--- config.mk ---
export PLATFORM = sky130hd
export DESIGN_NAME = slffb_bank
export DESIGN_NICKNAME = d
export VERILOG_FILES = /design/src/core/slffb_pkg.sv /design/src/core/slffb_bank.sv /design/src/core/slffb_hold_filter.sv
export SDC_FILE = /design/constraint.sdc
export NUM_CORES = 1
export LEC_CHECK = 0
export ABC_CLOCK_PERIOD_IN_PS = 7300
export BUFFER_PORTS_ARGS = -buffer_cell sky130_fd_sc_hd__buf_4
export CORE_AREA = 10 10 175 177
export CTS_CLUSTER_SIZE = 10
export DETAILED_ROUTE_END_ITERATION = 7
export DIE_AREA = 0 0 185 187
export SYNTH_ARGS = -nofsm -noshare
export SYNTH_HDL_FRONTEND = slang
export SYNTH_SLANG_ARGS = --single-unit
--- constraint.sdc ---
create_clock -name clk -period 7.3 [get_ports clk]
set_clock_uncertainty 0.1 [all_clocks]
set_input_delay 2.19 -clock clk [delete_from_list [all_inputs] [get_ports clk]]
set_output_delay 2.19 -clock clk [all_outputs]
set_load 0.05 [all_outputs]
--- src/core/slffb_pkg.sv ---
// What this block does
// - Aux regulator low after 100 us, read-clear
// - Aux overcurrent after 100 us, read-clear
// - CAN supply thermal latched, read-clear
// - CAN supply undervoltage after 100 us
// - CAN supply overcurrent after 100 us
// - Sense input low after 100 us
// - Battery undervoltage after 100 us
// - Core overcurrent in Normal mode only
// - Core thermal shutdown latched, read-clear
// - Reset pin low under 100 ms flagged
// - Battery fail flag latched, read-clear
// - Low-power core-on overcurrent separate flag
// - LIN1 status: state bit7, wake bit6
// - Live status reads never change anything
`default_nettype none
package slffb_pkg;
    // Timing
    localparam int CLK_HZ = 25_000_000;
    localparam int FILTER_TIME_US = 100;
    localparam int FILTER_CYCLES = FILTER_TIME_US * (CLK_HZ / 1_000_000);
    localparam int FILT_CNT_W = 12;
    localparam int RST_SHORT_TIME_MS = 100;
    localparam int RST_SHORT_CYCLES = RST_SHORT_TIME_MS * (CLK_HZ / 1000);
    localparam int RST_CNT_W = 22;

    // Command word fields: op, register offset, read, bank select
    localparam logic [1:0] OP_FLAGS = 2'h3;
    localparam logic [1:0] OP_STATUS = 2'h0;
    localparam logic [4:0] ADDR_REG = 5'h0f;
    localparam logic [4:0] ADDR_LIN1 = 5'h13;
    localparam logic [4:0] ADDR_LIN2 = 5'h14;
    localparam logic [15:0] CMD_REG_A = {OP_FLAGS, ADDR_REG, 9'h100};
    localparam logic [15:0] CMD_REG_B = {OP_FLAGS, ADDR_REG, 9'h180};
    localparam logic [15:0] CMD_LIN1_FLAGS = {OP_FLAGS, ADDR_LIN1, 9'h100};
    localparam logic [15:0] CMD_LIN1_STATUS = {OP_STATUS, ADDR_LIN1, 9'h180};
    localparam logic [15:0] CMD_LIN2_FLAGS = {OP_FLAGS, ADDR_LIN2, 9'h100};
    localparam logic [15:0] CMD_LIN2_STATUS = {OP_STATUS, ADDR_LIN2, 9'h180};

    // Regulator flag bank A bit positions
    localparam int AUX_LOW_BIT = 7;
    localparam int AUX_OC_BIT = 6;
    localparam int CAN_THERM_BIT = 5;
    localparam int CAN_UV_BIT = 4;
    localparam int CAN_OC_BIT = 3;
    localparam int SENSE_LOW_BIT = 2;
    localparam int BAT_UV_BIT = 1;
    localparam int CORE_OC_BIT = 0;
    // Regulator flag bank B bit positions
    localparam int CORE_THERM_BIT = 4;
    localparam int RST_SHORT_BIT = 2;
    localparam int BAT_FAIL_BIT = 1;
    localparam int CORE_OC_LP_BIT = 0;
    // LIN flag bit positions, bit 7 reads zero
    localparam int LIN_WAKE_BIT = 6;
    localparam int LIN_TERM_GND_BIT = 5;
    localparam int LIN_OVERTEMP_BIT = 4;
    localparam int RX_STUCK_LOW_BIT = 3;
    localparam int RX_STUCK_HIGH_BIT = 2;
    localparam int TX_DOMINANT_BIT = 1;
    localparam int BUS_CLAMP_BIT = 0;
    localparam int LIN_FLAG_W = 7;
    // LIN live status bit positions
    localparam int LIN_STATE_BIT = 7;
    localparam int LIN_WAKE_EN_BIT = 6;

    // Filter channel indices
    localparam int NUM_FILT = 8;
    localparam int F_AUX_LOW = 0;
    localparam int F_AUX_OC = 1;
    localparam int F_CAN_UV = 2;
    localparam int F_CAN_OC = 3;
    localparam int F_SENSE = 4;
    localparam int F_BAT_UV = 5;
    localparam int F_CORE_OC = 6;
    localparam int F_CORE_OC_LP = 7;

    // Reset values
    localparam logic [7:0] FLAGS_RESET = 8'h00;
    localparam logic [7:0] RSP_IDLE = 8'h00;
endpackage
`default_nettype wire

--- src/core/slffb_bank.sv ---
`timescale 1ns/1ps
`default_nettype none
module slffb_bank #(
    parameter int RST_SHORT_CYCLES = slffb_pkg::RST_SHORT_CYCLES
) (
    input wire logic clk,
    input wire logic rst,
    input wire logic cmdValid,
    input wire logic [15:0] cmdWord,
    input wire logic auxRegulatorLow,
    input wire logic auxRegulatorOverCurrent,
    input wire logic canSupplyThermal,
    input wire logic canSupplyUnderVoltage,
    input wire logic canSupplyOverCurrent,
    input wire logic senseInputLow,
    input wire logic batterySupplyPinLow,
    input wire logic coreSupplyOverLimit,
    input wire logic coreSupplyOverLpLimit,
    input wire logic normalMode,
    input wire logic lowPowerCoreOn,
    input wire logic coreThermalOff,
    input wire logic resetPinLow,
    input wire logic batteryBelowFail,
    input wire logic [6:0] lin1Faults,
    input wire logic lin1OperatingState,
    input wire logic lin1WakeReceiverEnable,
    input wire logic [6:0] lin2Faults,
    input wire logic lin2OperatingState,
    input wire logic lin2WakeReceiverEnable,
    output logic rspValid,
    output logic [7:0] rspData
);
    localparam int CW = slffb_pkg::RST_CNT_W;
    localparam logic [CW-1:0] RST_LIMIT = CW'(RST_SHORT_CYCLES);

    typedef struct packed {
        logic [7:0] regA;
        logic [7:0] regB;
        logic [6:0] lin1;
        logic [6:0] lin2;
        logic [CW-1:0] lowCnt;
        logic rstLowPrev;
        logic rspValid;
        logic [7:0] rspData;
    } slffb_state_t;

    slffb_state_t st_r;
    slffb_state_t st_nxt;

    logic [slffb_pkg::NUM_FILT-1:0] filtIn;
    logic [slffb_pkg::NUM_FILT-1:0] filtOut;
    logic rdA;
    logic rdB;
    logic rdLin1;
    logic rdLin2;
    logic rdStat1;
    logic rdStat2;
    logic shortPulseEnd;

    // Filtered sources; core overcurrent qualified by the active mode
    assign filtIn[slffb_pkg::F_AUX_LOW] = auxRegulatorLow;
    assign filtIn[slffb_pkg::F_AUX_OC] = auxRegulatorOverCurrent;
    assign filtIn[slffb_pkg::F_CAN_UV] = canSupplyUnderVoltage;
    assign filtIn[slffb_pkg::F_CAN_OC] = canSupplyOverCurrent;
    assign filtIn[slffb_pkg::F_SENSE] = senseInputLow;
    assign filtIn[slffb_pkg::F_BAT_UV] = batterySupplyPinLow;
    assign filtIn[slffb_pkg::F_CORE_OC] = coreSupplyOverLimit & normalMode;
    assign filtIn[slffb_pkg::F_CORE_OC_LP] =
        coreSupplyOverLpLimit & lowPowerCoreOn;

    // One hold filter per filtered source
    for (genvar i = 0; i < slffb_pkg::NUM_FILT; i++) begin : gFilt
        slffb_hold_filter #(
            .CYCLES(slffb_pkg::FILTER_CYCLES)
        ) uFilt (
            .clk(clk),
            .rst(rst),
            .level(filtIn[i]),
            .qualified(filtOut[i])
        );
    end

    // Command decode
    assign rdA = cmdValid && (cmdWord == slffb_pkg::CMD_REG_A);
    assign rdB = cmdValid && (cmdWord == slffb_pkg::CMD_REG_B);
    assign rdLin1 = cmdValid && (cmdWord == slffb_pkg::CMD_LIN1_FLAGS);
    assign rdLin2 = cmdValid && (cmdWord == slffb_pkg::CMD_LIN2_FLAGS);
    assign rdStat1 = cmdValid && (cmdWord == slffb_pkg::CMD_LIN1_STATUS);
    assign rdStat2 = cmdValid && (cmdWord == slffb_pkg::CMD_LIN2_STATUS);

    // Reset pin released before the long-low limit was reached
    assign shortPulseEnd = st_r.rstLowPrev && !resetPinLow &&
        (st_r.lowCnt < RST_LIMIT);

    // Set beats clear; a read clears only once the cause is gone
    function automatic logic flagUpd(input logic flag, input logic setNow,
            input logic active, input logic rdClr);
        return setNow | (flag & ~(rdClr & ~active));
    endfunction

    always_comb begin
        st_nxt = st_r;
        st_nxt.rstLowPrev = resetPinLow;
        // Saturate so a very long low never wraps into a false short
        if (!resetPinLow) begin
            st_nxt.lowCnt = '0;
        end else if (st_r.lowCnt != RST_LIMIT) begin
            st_nxt.lowCnt = st_r.lowCnt + 1'b1;
        end

        // Bank A
        st_nxt.regA[slffb_pkg::AUX_LOW_BIT] = flagUpd(
            st_r.regA[slffb_pkg::AUX_LOW_BIT], filtOut[slffb_pkg::F_AUX_LOW],
            auxRegulatorLow, rdA);
        st_nxt.regA[slffb_pkg::AUX_OC_BIT] = flagUpd(
            st_r.regA[slffb_pkg::AUX_OC_BIT], filtOut[slffb_pkg::F_AUX_OC],
            auxRegulatorOverCurrent, rdA);
        st_nxt.regA[slffb_pkg::CAN_THERM_BIT] = flagUpd(
            st_r.regA[slffb_pkg::CAN_THERM_BIT], canSupplyThermal,
            canSupplyThermal, rdA);
        st_nxt.regA[slffb_pkg::CAN_UV_BIT] = flagUpd(
            st_r.regA[slffb_pkg::CAN_UV_BIT], filtOut[slffb_pkg::F_CAN_UV],
            canSupplyUnderVoltage, rdA);
        st_nxt.regA[slffb_pkg::CAN_OC_BIT] = flagUpd(
            st_r.regA[slffb_pkg::CAN_OC_BIT], filtOut[slffb_pkg::F_CAN_OC],
            canSupplyOverCurrent, rdA);
        st_nxt.regA[slffb_pkg::SENSE_LOW_BIT] = flagUpd(
            st_r.regA[slffb_pkg::SENSE_LOW_BIT], filtOut[slffb_pkg::F_SENSE],
            senseInputLow, rdA);
        st_nxt.regA[slffb_pkg::BAT_UV_BIT] = flagUpd(
            st_r.regA[slffb_pkg::BAT_UV_BIT], filtOut[slffb_pkg::F_BAT_UV],
            batterySupplyPinLow, rdA);
        st_nxt.regA[slffb_pkg::CORE_OC_BIT] = flagUpd(
            st_r.regA[slffb_pkg::CORE_OC_BIT], filtOut[slffb_pkg::F_CORE_OC],
            filtIn[slffb_pkg::F_CORE_OC], rdA);

        // Bank B, unused bits stay zero
        st_nxt.regB[slffb_pkg::CORE_THERM_BIT] = flagUpd(
            st_r.regB[slffb_pkg::CORE_THERM_BIT], coreThermalOff,
            coreThermalOff, rdB);
        st_nxt.regB[slffb_pkg::RST_SHORT_BIT] = flagUpd(
            st_r.regB[slffb_pkg::RST_SHORT_BIT], shortPulseEnd,
            resetPinLow, rdB);
        st_nxt.regB[slffb_pkg::BAT_FAIL_BIT] = flagUpd(
            st_r.regB[slffb_pkg::BAT_FAIL_BIT], batteryBelowFail,
            batteryBelowFail, rdB);
        st_nxt.regB[slffb_pkg::CORE_OC_LP_BIT] = flagUpd(
            st_r.regB[slffb_pkg::CORE_OC_LP_BIT],
            filtOut[slffb_pkg::F_CORE_OC_LP],
            filtIn[slffb_pkg::F_CORE_OC_LP], rdB);

        // LIN flags follow the same set-wins, clear-on-read scheme
        st_nxt.lin1 = lin1Faults |
            (st_r.lin1 & ~({slffb_pkg::LIN_FLAG_W{rdLin1}} & ~lin1Faults));
        st_nxt.lin2 = lin2Faults |
            (st_r.lin2 & ~({slffb_pkg::LIN_FLAG_W{rdLin2}} & ~lin2Faults));

        // Answer carries the value held before this read's clear
        st_nxt.rspValid = cmdValid;
        st_nxt.rspData = slffb_pkg::RSP_IDLE;
        if (rdA) begin
            st_nxt.rspData = st_r.regA;
        end else if (rdB) begin
            st_nxt.rspData = st_r.regB;
        end else if (rdLin1) begin
            st_nxt.rspData = {1'b0, st_r.lin1};
        end else if (rdLin2) begin
            st_nxt.rspData = {1'b0, st_r.lin2};
        end else if (rdStat1) begin
            st_nxt.rspData[slffb_pkg::LIN_STATE_BIT] = lin1OperatingState;
            st_nxt.rspData[slffb_pkg::LIN_WAKE_EN_BIT] =
                lin1WakeReceiverEnable;
        end else if (rdStat2) begin
            st_nxt.rspData[slffb_pkg::LIN_STATE_BIT] = lin2OperatingState;
            st_nxt.rspData[slffb_pkg::LIN_WAKE_EN_BIT] =
                lin2WakeReceiverEnable;
        end
    end

    always_ff @(posedge clk or posedge rst) begin
        if (rst) begin
            st_r <= '0;
            st_r.regA <= slffb_pkg::FLAGS_RESET;
            st_r.regB <= slffb_pkg::FLAGS_RESET;
            st_r.rspData <= slffb_pkg::RSP_IDLE;
        end else begin
            st_r <= st_nxt;
        end
    end

    assign rspValid = st_r.rspValid;
    assign rspData = st_r.rspData;
endmodule // slffb_bank
`default_nettype wire

--- src/core/slffb_hold_filter.sv ---
`timescale 1ns/1ps
`default_nettype none
module slffb_hold_filter #(
    parameter int CYCLES = slffb_pkg::FILTER_CYCLES
) (
    input wire logic clk,
    input wire logic rst,
    input wire logic level,
    output logic qualified
);
    localparam int W = slffb_pkg::FILT_CNT_W;
    localparam logic [W-1:0] LIMIT = W'(CYCLES);

    typedef struct packed {
        logic [W-1:0] cnt;
        logic q;
    } slffb_filt_t;

    slffb_filt_t st_r;
    slffb_filt_t st_nxt;

    // Count while the fault persists; any gap restarts the count
    always_comb begin
        st_nxt = st_r;
        if (!level) begin
            st_nxt.cnt = '0;
            st_nxt.q = 1'b0;
        end else if (st_r.cnt == LIMIT) begin
            st_nxt.q = 1'b1;
        end else begin
            st_nxt.cnt = st_r.cnt + 1'b1;
        end
    end

    always_ff @(posedge clk or posedge rst) begin
        if (rst) begin
            st_r <= '0;
        end else begin
            st_r <= st_nxt;
        end
    end

    assign qualified = st_r.q;
endmodule // slffb_hold_filter
`default_nettype wire

==> flow_summary_export.csv <==
group,metric,value,unit
sta,hold_viol,0,
sta,setup_viol,0,
logic_synthesis,syn_nets,854,
logic_synthesis,async_flop_share,100.0,%
logic_synthesis,synth_edf_count,0,
placement,place_ws,2.613,ns
job,drv_cap,0,
sta,maxSlewHeadroom,21.16,%
sta,fin_ws,3.078,ns
final_layout,syn_to_final_growth,17.57,%
clock_network,post_cts_buffers,0,
route,dr.first_iter.drc_count,446,
floorplanning,dieArea,34600,sq um
clock_network,clk_path_buf_depth,2,
sta,fin_crit,4.222,ns
sta,clock.fmax,0.2368,GHz
clock_network,cts_hold_buffers,0,
setup_path,critPathLaunchType,"input port",
placement,gp_congestion,0.7725,
run_status,outcome,"finished, final reports clean",
clock_network,clockRootBuffer,"clkbuf_16",
pwr,fin_total_pwr,2003,uW
floorplanning,ios,60,
sta,whs,0.3430,ns
setup_path,cp_max_fo,11,
setup_path,crit_arrival,4.45,ns
logic_synthesis,synth_cell_types,54,
floorplanning,core_area,27320,sq um
sta,slew_viol_final,0,
logic_synthesis,synthTopCellsByCount,"162 x dfrtp_1, 62 x nor2_1, 55 x and2_1",
setup_path,crit_type,"input port to flop",
floorplanning,initial_utilization,29.42,%
logic_synthesis,netlist_area,8039,sq um
final_layout,drive_above_1_share,12.78,%
global_route,grt_pass1_wl,28680,microns
sta,period_share,57.84,%
final_layout,antennaDiodeCount,0,
pwr,p_leak,0.004185,uW
global_route,overflow,0,
clock_network,cts.sinks,162,
route,routed_wirelength,17090,microns
clock_network,worst_skew_pair.late_latency,0.42,ns
route,drc_errors,0,
floorplanning,fp.dieW,185,microns
final_layout,fin_nets,909,
floorplanning,rows,61,
clock_network,htreeDepth,4,
floorplanning,die_h,187,microns
route,drtAntennaViolNets,0,
logic_synthesis,synth_area_per_cell,10.24,sq um
route,vias_per_cell,4.681,
final_layout,fillers,2733,
sta,tns,0,ns
sta,tightest_slew,1.166,ns
hold_path,hp-class,"flop to flop",
setup_path,end_kind,"flop",
global_route,first_global_vias,5664,
global_route,antenna_found_initial,0,
logic_synthesis,synth-seq-cells,162,
global_route,grt_max_degree,84,
clock_network,cts_tree,"built",
logic_synthesis,syn_inst,785,
logic_synthesis,synth_most_common_cell,"dfrtp_1",
logic_synthesis,synth_area_leader_cell,"dfrtp_1",
setup_path,reg2reg_slack,5.16,ns
route,first_pass_iters,4,
logic_synthesis,synth_area_leaders,"dfrtp_1 50%, xnor2_1 5.1%, xor2_1 4.4%",
setup_path,cp.required,7.53,ns
placement,io_buffers,59,
route,vias,5612,
clock_network,cts_resized,0,
clock_network,numCtsBuffers,17,
route,wl_per_cell,14.25,microns
logic_synthesis,ys_warn_count,0,
sta,rsz0062_at_grt,"no",
logic_synthesis,synth_ff_type,"dfrtp_1",
logic_synthesis,yosysTopAreaCellShare,50.43,%
placement,place_hpwl,12270,microns
pwr,vdd_drop_max,0.1583,mV
pwr,p_per_area,212.0,nW/um^2
logic_synthesis,ys_seq_area_share,50.43,%
global_route,track_usage,10.13,%
clock_network,path_clk_slew,0.06,ns
report_power, final:
part	internal, uW	switching [uW]	total (uW)
clock network	617	368	985
registers	910	12.5	922
logic	39.7	56.0	95.7
through the flow:
| stage | std cells | area (sq um) | util [%] |
|---|---|---|---|
| after floorplan | 785 | 8039 | - |
| after global placement | 1167 | 8801 | 32.21 |
| after detailed placement | 1167 | 8801 | 32.21 |
| after CTS | 1199 | 9452 | 34.59 |
| after global routing | 1199 | 9452 | 34.59 |
| final | 1199 | 9452 | 34.59 |
kinds of logic after synthesis:
| group | Yosys count | share of synthesized area, % |
|---|---|---|
| muxes | 8 | 0.9961 |
| DFF | 162 | 50.43 |
| adders and majority gates | 18 | 2.802 |
| buffers and inverters | 60 | 3.300 |
| xor gates and xnor gates | 87 | 9.479 |
| AOI/OAI and AO/OA | 99 | 8.125 |
| and+or+nand+nor | 351 | 24.87 |
path summary, 6_finish.rpt:
kind / start / to / cells after the start
worst max-delay path: cmdWord[2] / rspData[6] / 6
worst min-delay path: gFilt[4].uFilt.qualified / st_r[56] / 2
worst max register to register: st_r[10] / st_r[29] / 5
worst min register to register: gFilt[4].uFilt.qualified / st_r[56] / 2
max in group asynchronous: rst / gFilt[6].uFilt.st_r[12] / 3
min in group asynchronous: rst / gFilt[4].uFilt.st_r[10] / 2
area by class of cell:
type,instances,area (sq um),share of cell area (%)
Sequential cell,162,4054,42.89
Multi-Input combinational cell,563,3720,39.36
Timing Repair Buffer,61,457.9,4.845
Clock buffer,19,442.9,4.686
Tap cell,346,432.9,4.580
Clock inverter,13,207.7,2.198
Inverter,35,136.4,1.443
registers in the layout (all words and copies together) (netlist names):
signal                 count
rspData                    8
st_r                      49
gFilt.uFilt.qualified      8
rspValid                   1
gFilt.uFilt.st_r          96
worst max-delay path, cell delays in order:
cell	delay (ns)
buf_4	0.10
or4_1	0.53
nor4_2	0.73
nand3_2	0.40
o211a_1	0.26
o31ai_2	0.22
per-layer routing:
layer | wire, microns | global-route usage, %
met1 | 8564 | 13.88
met4 | 112 | 3.002
met3 | 652 | 2.622
met5 | 0 | 0
met2 | 7756 | 15.27
layout by cell type (no fill, tap or decap), types with 8 or more instances in the layout:
master	n
xor2_1	40
xnor2_1	47
o21ai_0	27
a21oi_1	19
nand4_1	21
and3_1	25
clkbuf_16	17
ha_1	18
and2_1	55
inv_1	34
nor3_1	15
nand2_1	52
mux2i_1	8
a21o_1	21
buf_4	61
dfrtp_1	162
nor2_1	62
or3_1	9
a21boi_0	12
nand3_1	47
No activity file was read; power rests on OpenSTA's default activity.
